File: src/torque_off_defs.svh
// Register offsets, field positions, reset values and timing counts for torque-off supervision
`ifndef TORQUE_OFF_DEFS_SVH
`define TORQUE_OFF_DEFS_SVH

// ==========================================
// Register byte offsets
`define OFS_CTRL 8'h00
`define OFS_TIMING 8'h04
`define OFS_OVL_LIMIT 8'h08
`define OFS_DEV_ALARM 8'h0C
`define OFS_DEV_INFO 8'h10
`define OFS_TEMP 8'h14
`define OFS_IO_SEL 8'h18
`define OFS_STATUS 8'h1C
`define OFS_CLEAR 8'h20

// ==========================================
// Field positions
`define CTRL_ALM_MODE 0
`define CTRL_AUTO_CLR 1
`define CTRL_LED_COND 2
`define CTRL_IO_INV 3
`define CTRL_CLR_ACT 5:4
`define CTRL_FR_ACT 7:6
`define CTRL_EX_ACT 9:8
`define CTRL_STOP_ACT 11:10
`define TIM_DUAL 6:0
`define TIM_BLANK 22:16
`define TEMP_DRV 7:0
`define TEMP_MTR 15:8
`define CLR_ALARMS 0
`define CLR_INFO 1

// ==========================================
// Reset values and setting codes
`define CTRL_RESET 32'h0000_0416
`define TIMING_RESET 32'h0000_0000
`define OVL_LIMIT_RESET 9'h032
`define DEV_ALARM_RESET 15'h012C
`define DEV_INFO_RESET 15'h012C
`define TEMP_RESET 16'h5555
`define IO_SEL_RESET 8'h80
`define ACT_EDGE 2'h1
`define ACT_LEVEL 2'h2
`define ACT_ENABLE 2'h2
`define DUAL_OFF_MAX 7'h0A
`define IO_SIGNALS 128

// ==========================================
// Timing
`define CLK_PERIOD_NS 10
`define MS_TIME_NS 1000000
`define MS_CYCLES (`MS_TIME_NS / `CLK_PERIOD_NS)
`define TENTH_MS 7'h63
`define LED_HALF_MS 8'hF9

`endif

File: src/torque_off_pkg.sv
// Types shared by the torque-off supervision block
package torque_off_pkg;
	typedef enum logic [1:0] {
		TORQUE_RUN,
		TORQUE_OFF,
		TORQUE_BLANK,
		TORQUE_WAIT
	} torque_state_type;
endpackage

File: src/pin_sync.sv
// Two-stage synchroniser for asynchronous input pins
`timescale 1ns/1ps
module pin_sync #(
	parameter int WIDTH = 1
) (
	input wire logic pclk,
	input wire logic presetn,
	input wire logic [WIDTH-1:0] pin,
	output logic [WIDTH-1:0] synced
);
	logic [WIDTH-1:0] stage_reg;

	// First stage feeds only the second
	always_ff @(posedge pclk or negedge presetn) begin
		if (!presetn) begin
			stage_reg <= '0;
			synced <= '0;
		end else begin
			stage_reg <= pin;
			synced <= stage_reg;
		end
	end
endmodule

File: src/torque_off_alarm_info.sv
// Safe-torque-off supervision, alarm thresholds and information outputs with APB registers
`timescale 1ns/1ps
`include "torque_off_defs.svh"
module torque_off_alarm_info import torque_off_pkg::*; #(
	parameter int MS_CYCLES = `MS_CYCLES
) (
	input wire logic pclk,
	input wire logic presetn,
	input wire logic psel,
	input wire logic penable,
	input wire logic pwrite,
	input wire logic [7:0] paddr,
	input wire logic [31:0] pwdata,
	output logic [31:0] prdata,
	output logic pready,
	output logic pslverr,
	input wire logic safe_off_in_a,
	input wire logic safe_off_in_b,
	input wire logic torque_off_clear_in,
	input wire logic fault_reset_in,
	input wire logic excite_on_in,
	input wire logic stop_in,
	input wire logic overload_in,
	input wire logic [15:0] pos_dev,
	input wire logic [7:0] drv_temp,
	input wire logic [7:0] motor_temp,
	input wire logic [127:0] user_io_signals,
	output logic motor_excite,
	output logic ext_torque_off_state,
	output logic alarm_out,
	output logic info_out,
	output logic led_out,
	output logic pos_dev_notice,
	output logic drv_temp_notice,
	output logic motor_temp_notice,
	output logic user_io_watch_notice
);
	// ==========================================
	// Pin synchronisers
	logic [6:0] pins;
	logic on_a, on_b, clr_in, fr_in, ex_in, stop_s, ovl_in;
	pin_sync #(.WIDTH(7)) u_sync (
		.pclk(pclk),
		.presetn(presetn),
		.pin({safe_off_in_a, safe_off_in_b, torque_off_clear_in, fault_reset_in,
			excite_on_in, stop_in, overload_in}),
		.synced(pins)
	);
	assign {on_a, on_b, clr_in, fr_in, ex_in, stop_s, ovl_in} = pins;

	function automatic logic rose(input logic now, input logic was);
		return now & ~was;
	endfunction

	// ==========================================
	// APB slave and configuration
	logic [31:0] ctrl_reg, ctrl_next, timing_reg, timing_next;
	logic [8:0] ovl_limit_reg, ovl_limit_next;
	logic [14:0] dev_alarm_reg, dev_alarm_next, dev_info_reg, dev_info_next;
	logic [15:0] temp_reg, temp_next;
	logic [7:0] io_sel_reg, io_sel_next;
	logic [31:0] prdata_next, status;
	logic pready_next, pslverr_next, access, wr_en, mapped, clr_alarms, clr_info;

	assign access = psel & penable & pready;
	assign wr_en = access & pwrite;
	assign clr_alarms = wr_en && paddr == `OFS_CLEAR && pwdata[`CLR_ALARMS];
	assign clr_info = wr_en && paddr == `OFS_CLEAR && pwdata[`CLR_INFO];

	// Decode, write and read data; one wait state per access
	always_comb begin
		ctrl_next = ctrl_reg;
		timing_next = timing_reg;
		ovl_limit_next = ovl_limit_reg;
		dev_alarm_next = dev_alarm_reg;
		dev_info_next = dev_info_reg;
		temp_next = temp_reg;
		io_sel_next = io_sel_reg;
		mapped = 1'b1;
		prdata_next = 32'h0000_0000;
		case (paddr)
			`OFS_CTRL: prdata_next = {20'h00000, ctrl_reg[11:0]};
			`OFS_TIMING: prdata_next = {9'h000, timing_reg[22:16], 9'h000, timing_reg[6:0]};
			`OFS_OVL_LIMIT: prdata_next = {23'h000000, ovl_limit_reg};
			`OFS_DEV_ALARM: prdata_next = {17'h00000, dev_alarm_reg};
			`OFS_DEV_INFO: prdata_next = {17'h00000, dev_info_reg};
			`OFS_TEMP: prdata_next = {16'h0000, temp_reg};
			`OFS_IO_SEL: prdata_next = {24'h000000, io_sel_reg};
			`OFS_STATUS: prdata_next = status;
			`OFS_CLEAR: prdata_next = 32'h0000_0000;
			default: mapped = 1'b0;
		endcase
		if (wr_en) begin
			case (paddr)
				`OFS_CTRL: ctrl_next = {20'h00000, pwdata[11:0]};
				`OFS_TIMING: timing_next = {9'h000, pwdata[22:16], 9'h000, pwdata[6:0]};
				`OFS_OVL_LIMIT: ovl_limit_next = pwdata[8:0];
				`OFS_DEV_ALARM: dev_alarm_next = pwdata[14:0];
				`OFS_DEV_INFO: dev_info_next = pwdata[14:0];
				`OFS_TEMP: temp_next = pwdata[15:0];
				`OFS_IO_SEL: io_sel_next = pwdata[7:0];
				default: ;
			endcase
		end
		pready_next = psel & penable & ~pready;
		pslverr_next = pready_next & ~mapped;
		if (!pready_next) begin
			prdata_next = 32'h0000_0000;
		end
	end

	// Bus and configuration registers
	always_ff @(posedge pclk or negedge presetn) begin
		if (!presetn) begin
			ctrl_reg <= `CTRL_RESET;
			timing_reg <= `TIMING_RESET;
			ovl_limit_reg <= `OVL_LIMIT_RESET;
			dev_alarm_reg <= `DEV_ALARM_RESET;
			dev_info_reg <= `DEV_INFO_RESET;
			temp_reg <= `TEMP_RESET;
			io_sel_reg <= `IO_SEL_RESET;
			prdata <= 32'h0000_0000;
			pready <= 1'b0;
			pslverr <= 1'b0;
		end else begin
			ctrl_reg <= ctrl_next;
			timing_reg <= timing_next;
			ovl_limit_reg <= ovl_limit_next;
			dev_alarm_reg <= dev_alarm_next;
			dev_info_reg <= dev_info_next;
			temp_reg <= temp_next;
			io_sel_reg <= io_sel_next;
			prdata <= prdata_next;
			pready <= pready_next;
			pslverr <= pslverr_next;
		end
	end

	// ==========================================
	// Time base: millisecond, tenth-second and LED ticks
	logic [16:0] ms_cnt_reg, ms_cnt_next;
	logic [6:0] tenth_cnt_reg, tenth_cnt_next;
	logic [7:0] led_cnt_reg, led_cnt_next;
	logic ms_tick, tenth_tick, blink_reg, blink_next;

	assign ms_tick = ms_cnt_reg == 17'(MS_CYCLES - 1);
	assign tenth_tick = ms_tick && tenth_cnt_reg == `TENTH_MS;

	// Divider chain
	always_comb begin
		ms_cnt_next = ms_tick ? 17'h00000 : ms_cnt_reg + 17'h00001;
		tenth_cnt_next = tenth_cnt_reg;
		led_cnt_next = led_cnt_reg;
		blink_next = blink_reg;
		if (ms_tick) begin
			tenth_cnt_next = tenth_tick ? 7'h00 : tenth_cnt_reg + 7'h01;
			led_cnt_next = led_cnt_reg == `LED_HALF_MS ? 8'h00 : led_cnt_reg + 8'h01;
			blink_next = blink_reg ^ (led_cnt_reg == `LED_HALF_MS);
		end
	end

	always_ff @(posedge pclk or negedge presetn) begin
		if (!presetn) begin
			ms_cnt_reg <= 17'h00000;
			tenth_cnt_reg <= 7'h00;
			led_cnt_reg <= 8'h00;
			blink_reg <= 1'b0;
		end else begin
			ms_cnt_reg <= ms_cnt_next;
			tenth_cnt_reg <= tenth_cnt_next;
			led_cnt_reg <= led_cnt_next;
			blink_reg <= blink_next;
		end
	end

	// ==========================================
	// Safe-off supervision and re-excitation
	torque_state_type state_reg, state_next;
	logic [6:0] dual_cnt_reg, dual_cnt_next, blank_reg, blank_next;
	logic [8:0] ovl_cnt_reg, ovl_cnt_next;
	logic [3:0] alm_reg, alm_next;
	logic [3:0] prev_reg;
	logic both_on, any_off, alarm_any, path, excite_next;

	assign both_on = on_a & on_b;
	assign any_off = ~both_on;
	assign alarm_any = |alm_reg;

	// Enabled re-excitation paths
	always_comb begin
		path = 1'b0;
		if (ctrl_reg[`CTRL_CLR_ACT] == `ACT_EDGE && rose(clr_in, prev_reg[3])) path = 1'b1;
		if (ctrl_reg[`CTRL_CLR_ACT] == `ACT_LEVEL && clr_in) path = 1'b1;
		if (ctrl_reg[`CTRL_FR_ACT] == `ACT_ENABLE && rose(fr_in, prev_reg[2])) path = 1'b1;
		if (ctrl_reg[`CTRL_EX_ACT] == `ACT_ENABLE && rose(ex_in, prev_reg[1])) path = 1'b1;
		if (ctrl_reg[`CTRL_STOP_ACT] == `ACT_ENABLE && rose(stop_s, prev_reg[0])) path = 1'b1;
	end

	// State, timers and sticky alarms; a new cause wins over a clear
	always_comb begin
		state_next = state_reg;
		blank_next = blank_reg;
		case (state_reg)
			TORQUE_RUN: if (any_off) state_next = TORQUE_OFF;
			TORQUE_OFF: begin
				if (both_on) begin
					state_next = TORQUE_BLANK;
					blank_next = timing_reg[`TIM_BLANK];
				end
			end
			TORQUE_BLANK: begin
				if (any_off) state_next = TORQUE_OFF;
				else if (blank_reg == 7'h00) state_next = TORQUE_WAIT;
				else if (ms_tick) blank_next = blank_reg - 7'h01;
			end
			TORQUE_WAIT: begin
				if (any_off) state_next = TORQUE_OFF;
				else if (path && !alarm_any) state_next = TORQUE_RUN;
			end
			default: state_next = TORQUE_OFF;
		endcase
		excite_next = state_next == TORQUE_RUN;
		dual_cnt_next = 7'h00;
		if (on_a ^ on_b) begin
			dual_cnt_next = dual_cnt_reg;
			if (ms_tick && dual_cnt_reg != 7'h7F) dual_cnt_next = dual_cnt_reg + 7'h01;
		end
		ovl_cnt_next = 9'h000;
		if (ovl_in) begin
			ovl_cnt_next = ovl_cnt_reg;
			if (tenth_tick && ovl_cnt_reg != 9'h1FF) ovl_cnt_next = ovl_cnt_reg + 9'h001;
		end
		alm_next = clr_alarms ? 4'h0 : alm_reg;
		if (ctrl_reg[`CTRL_ALM_MODE] && any_off) alm_next[0] = 1'b1;
		if (timing_reg[`TIM_DUAL] > `DUAL_OFF_MAX && dual_cnt_reg > timing_reg[`TIM_DUAL])
			alm_next[1] = 1'b1;
		if (ovl_cnt_reg >= ovl_limit_reg) alm_next[2] = 1'b1;
		if ({1'b0, pos_dev} > {2'b00, dev_alarm_reg}) alm_next[3] = 1'b1;
	end

	always_ff @(posedge pclk or negedge presetn) begin
		if (!presetn) begin
			state_reg <= TORQUE_OFF;
			blank_reg <= 7'h00;
			dual_cnt_reg <= 7'h00;
			ovl_cnt_reg <= 9'h000;
			alm_reg <= 4'h0;
			prev_reg <= 4'h0;
			motor_excite <= 1'b0;
			ext_torque_off_state <= 1'b1;
			alarm_out <= 1'b0;
		end else begin
			state_reg <= state_next;
			blank_reg <= blank_next;
			dual_cnt_reg <= dual_cnt_next;
			ovl_cnt_reg <= ovl_cnt_next;
			alm_reg <= alm_next;
			prev_reg <= {clr_in, fr_in, ex_in, stop_s};
			motor_excite <= excite_next;
			ext_torque_off_state <= ~excite_next;
			alarm_out <= |alm_next;
		end
	end

	// ==========================================
	// Information notices, output and LED
	logic [3:0] cause, info_next;
	logic led_next;

	// Latch notices; auto-clear lets them follow the cause
	always_comb begin
		cause[0] = {1'b0, pos_dev} > {2'b00, dev_info_reg};
		cause[1] = drv_temp >= temp_reg[`TEMP_DRV];
		cause[2] = motor_temp >= temp_reg[`TEMP_MTR];
		cause[3] = (io_sel_reg[7] ? 1'b0 : user_io_signals[io_sel_reg[6:0]])
			^ ctrl_reg[`CTRL_IO_INV];
		info_next = {user_io_watch_notice, motor_temp_notice, drv_temp_notice, pos_dev_notice};
		if (ctrl_reg[`CTRL_AUTO_CLR] || clr_info) info_next = 4'h0;
		info_next = info_next | cause;
		led_next = (|info_next && ctrl_reg[`CTRL_LED_COND]) ? blink_reg : 1'b1;
	end

	always_ff @(posedge pclk or negedge presetn) begin
		if (!presetn) begin
			pos_dev_notice <= 1'b0;
			drv_temp_notice <= 1'b0;
			motor_temp_notice <= 1'b0;
			user_io_watch_notice <= 1'b0;
			info_out <= 1'b0;
			led_out <= 1'b1;
		end else begin
			{user_io_watch_notice, motor_temp_notice, drv_temp_notice, pos_dev_notice} <= info_next;
			info_out <= |info_next;
			led_out <= led_next;
		end
	end

	assign status = {20'h00000, blink_reg, info_out, user_io_watch_notice, motor_temp_notice,
		drv_temp_notice, pos_dev_notice, alm_reg, motor_excite, ext_torque_off_state};
endmodule

File: config.mk
export PLATFORM = sky130hd
export DESIGN_NAME = torque_off_alarm_info
export DESIGN_NICKNAME = d
export VERILOG_FILES = /design/src/torque_off_pkg.sv /design/src/pin_sync.sv /design/src/torque_off_alarm_info.sv
export VERILOG_INCLUDE_DIRS = /design/src
export SDC_FILE = /design/constraint.sdc
export NUM_CORES = 1
export LEC_CHECK = 0
export BUFFER_PORTS_ARGS = -buffer_cell sky130_fd_sc_hd__buf_4
export CORE_MARGIN = 3
export CORE_UTILIZATION = 50
export CTS_CLUSTER_SIZE = 30
export DETAILED_ROUTE_END_ITERATION = 6
export PLACE_DENSITY = 0.83
export SLEW_MARGIN = 0
export SYNTH_ARGS = -nofsm -noshare
export SYNTH_HDL_FRONTEND = slang
export SYNTH_SLANG_ARGS = --single-unit
File: constraint.sdc
create_clock -name pclk -period 5.81 [get_ports pclk]
set_clock_uncertainty 0.1 [all_clocks]
set_input_delay 0 -clock pclk [delete_from_list [all_inputs] [get_ports pclk]]
set_output_delay 0 -clock pclk [all_outputs]
set_load 0.01 [all_outputs]
==> flow_metrics.py <==
metrics = {
    "route": {
        "wirelength_um": 32600,
        "remaining_drc_errors": 0,
        "drt-met1-wl_um": 13100,
        "vias": 9303,
        "ant_nets": 0,
        "drtIter0Drc": 749,
        "wl_per_cell_um": 20.6,
        "viasPerCell": 5.88,
        "route.met3.wl_um": 1930,
        "met2RoutedLength_um": 16100,
        "drtPass1Iterations": 6,
        "topRoutingLayerUsed": "met4",
    },
    "critical_path": {
        "crit_start": "temp_reg[8]",
        "r2r-end": "led_out",
        "r2r-start": "temp_reg[8]",
        "end_kind": "flip-flop",
        "crit_fanout": 3,
        "required_ns": 6.15,
        "r2r_cells": 11,
        "start_kind": "flip-flop",
        "r2r_setup_slack_ns": 2.22,
        "critical_path_class": "flip-flop to flip-flop",
        "arrival_ns": 3.93,
    },
    "cells_and_area": {
        "diodes": 0,
        "nets": 1570,
        "drive_gt1_share_pct": 32.9,
        "largest_reg_flops": 23,
        "syn_to_final_growth_pct": 29.6,
        "fillCellCount": 1589,
        "fin_area_sq_um": 14500,
    },
    "place": {
        "gp_congestion": 0.906,
        "hpwlAfterDp_um": 23300,
        "port_buffers": 236,
        "dpl_cell_area_sq_um": 13200,
    },
    "yosys": {
        "yosysWarnings": 0,
        "synth_top_area_share_pct": 39.4,
        "synth-edff-count": 0,
        "yosysTopAreaCell": "dfrtp_1",
        "synthFlopType": "dfrtp_1",
        "synth.distinct_cells": 62,
        "postSynthAreaPerCell_sq_um": 11.2,
        "yosys-top-cells-area": "dfrtp_1, mux2_2, ha_1",
        "synth_async_sr_flop_share_pct": 100,
        "ys_ff_latch": 203,
        "syn_area_sq_um": 11200,
        "yosysSeqAreaShare_pct": 45.7,
        "syn_inst": 1001,
    },
    "job": {
        "cap_violations": 0,
    },
    "min_path": {
        "hold_path_depth": 5,
        "min-delay-start": "drv_temp[6]",
        "min_to": "drv_temp_notice",
        "hold_path_class": "primary input to flip-flop",
    },
    "timing": {
        "fin_crit_sh_pct": 61.9,
        "fmax_mhz": 278,
        "rsz0062_at_grt": "no",
        "fin_crit_ns": 3.59,
        "hold_viol": 0,
        "slew_violations": 0,
        "tightest_slew_ns": 1.04,
        "finalSetupTns_ns": 0,
        "slew_headroom_pct": 30.2,
        "finalSetupViolations": 0,
    },
    "die": {
        "die_area_sq_um": 24200,
        "dieWidth_um": 156,
        "die_h_um": 156,
        "initial_core_util_pct": 51.1,
        "fp-row-count": 54,
        "coreArea_sq_um": 21900,
        "ios": 255,
    },
    "power_and_ir_drop": {
        "p_leak_nw": 6.51,
        "vdd_ir_drop_max_uv": 181,
        "power_density_nw_per_um2": 226,
    },
    "cts": {
        "clock_latency_ns": 0.50,
        "cts_made_buffers": 22,
        "cts_tree": "built",
        "cts_root_buf": "clkbuf_16",
        "cts_num_sinks": 203,
        "cts_buffer_depth": 3,
        "htree_levels": 1,
        "cts_resized": 0,
        "path_clk_slew_ns": 0.06,
        "post_cts_buffers": 0,
    },
    "global_routing": {
        "antenna_found_initial": 0,
        "grt_usage_pct": 26.7,
        "globalRouteOverflowTotal": 0,
        "grt_first_pass_wirelength_um": 52100,
        "grt_max_degree": 73,
        "first_global_vias": 9777,
    },
    "outcome": {
        "status": "completed",
    },
}
-- how the worst max path moves through the flow --
stage / slack (ns) / endpoint / cells past startpoint
2_1_floorplan: 3.03 / alarm_out / 10
3_3_place_gp: 2.45 / led_out / 9
3_5_place_dp: 2.41 / led_out / 9
4_1_cts: 2.33 / led_out / 9
5_1_grt: 2.14 / led_out / 9
6_report: 2.22 / led_out / 11
-- critical path, cell delays in order (launching register included) --
cell and delay (ns):
dfstp_2 0.54, ha_1 0.22, nand2b_1 0.15, a21o_1 0.18
a21oi_1 0.25, o21ai_0 0.19, nand3_1 0.11, dlygate4sd3_1 0.57
nand2_1 0.06, dlygate4sd3_1 0.60, nor3_1 0.31, a311o_1 0.23
-- layer usage --
metal | GRT usage (%) | up-vias
li1 | - | 4228
met3 | 3.41 | 118
met5 | 0 | -
met2 | 44.9 | 415
met1 | 35.0 | 4542
met4 | 11.5 | 0
-- through the flow --
step           worst slack (ns)  power (W)  hold WS (ns)  utilization, %  instances
6_report                   2.22    0.00328        0.0389            66.2       1583
3_3_place_gp               2.45    0.00172       -0.0869            60.3       1496
3_5_place_dp               2.41    0.00173       -0.0836            60.3       1496
2_1_floorplan              3.03    0.00156        -0.396               -       1009
4_1_cts                    2.33    0.00329        0.0394            66.2       1583
5_1_grt                    2.14    0.00339        0.0496            66.2       1583
-- synth_stat cells, types with 8 or more instances --
master      n
buf_4      11
o21a_1      8
xnor2_1    24
nand2_1    51
dfstp_2    27
mux2i_1    33
a31oi_1    22
and2_1     16
mux2_2     91
nor3_1     16
o21ai_0    28
a21o_1     14
nand3_1    22
dfrtp_1   176
mux4_2     20
nand4_1    23
and3_1     15
nor2_1     46
a221oi_1    8
inv_1      75
clkbuf_1   18
nor2b_1    19
a21oi_1    28
ha_1       71
nand2b_1    9
a22oi_1    38
-- cell usage in the layout, fill, tap and decap left out, drive strengths merged, types with 9 or more instances in the layout --
cell / n
mux2i: 33
a31oi: 22
mux4: 20
ha: 71
nand3: 23
nand2b: 9
conb: 9
dlygate4sd3: 46
a22oi: 38
dfrtp: 176
nor2: 46
a21oi: 28
mux2: 91
nor2b: 19
clkbuf: 32
nand2: 51
buf: 245
and2: 17
nor3: 17
nand4: 23
xnor2: 24
o21ai: 31
and3: 15
inv: 75
dfstp: 27
a21o: 14
-- report_power, final --
part / switching, W / internal (W) / total [W] / leakage [nW]
Sequential: 0.0000123 / 0.00143 / 0.00144 / 2.62
Combinational: 0.000133 / 0.000164 / 0.000298 / 3.49
Clock: 0.000555 / 0.000985 / 0.00154 / 0.393
-- timing repair --
item | in CTS | in global routing
hold endpoints to repair | 168 | 0
hold buffers | 47 | 0
setup endpoints to repair | 0 | 0
-- final cells by class --
type | instances | area, sq um | area share (%)
clock buffer | 31 | 636 | 4.38
clock inverter | 9 | 173 | 1.19
inverter | 75 | 282 | 1.94
multi-input combinational | 693 | 5610 | 38.7
sequential | 203 | 5110 | 35.3
tap | 280 | 350 | 2.42
timing repair buffer | 292 | 2330 | 16.1
-- cell families (layout without fill, tap and decap cells) --
family | count (synthesis) | after routing | synth area share (%)
compound gates | 183 | 183 | 11.0
buf+inv | 113 | 407 | 4.44
flops | 203 | 203 | 45.7
other cells | 1 | 9 | 0.0335
mux | 144 | 144 | 16.1
fa+ha+maj | 71 | 71 | 7.94
simple gates | 256 | 256 | 12.4
xor+xnor | 30 | 30 | 2.35
Note: power is estimated with default switching activity, not from simulation.
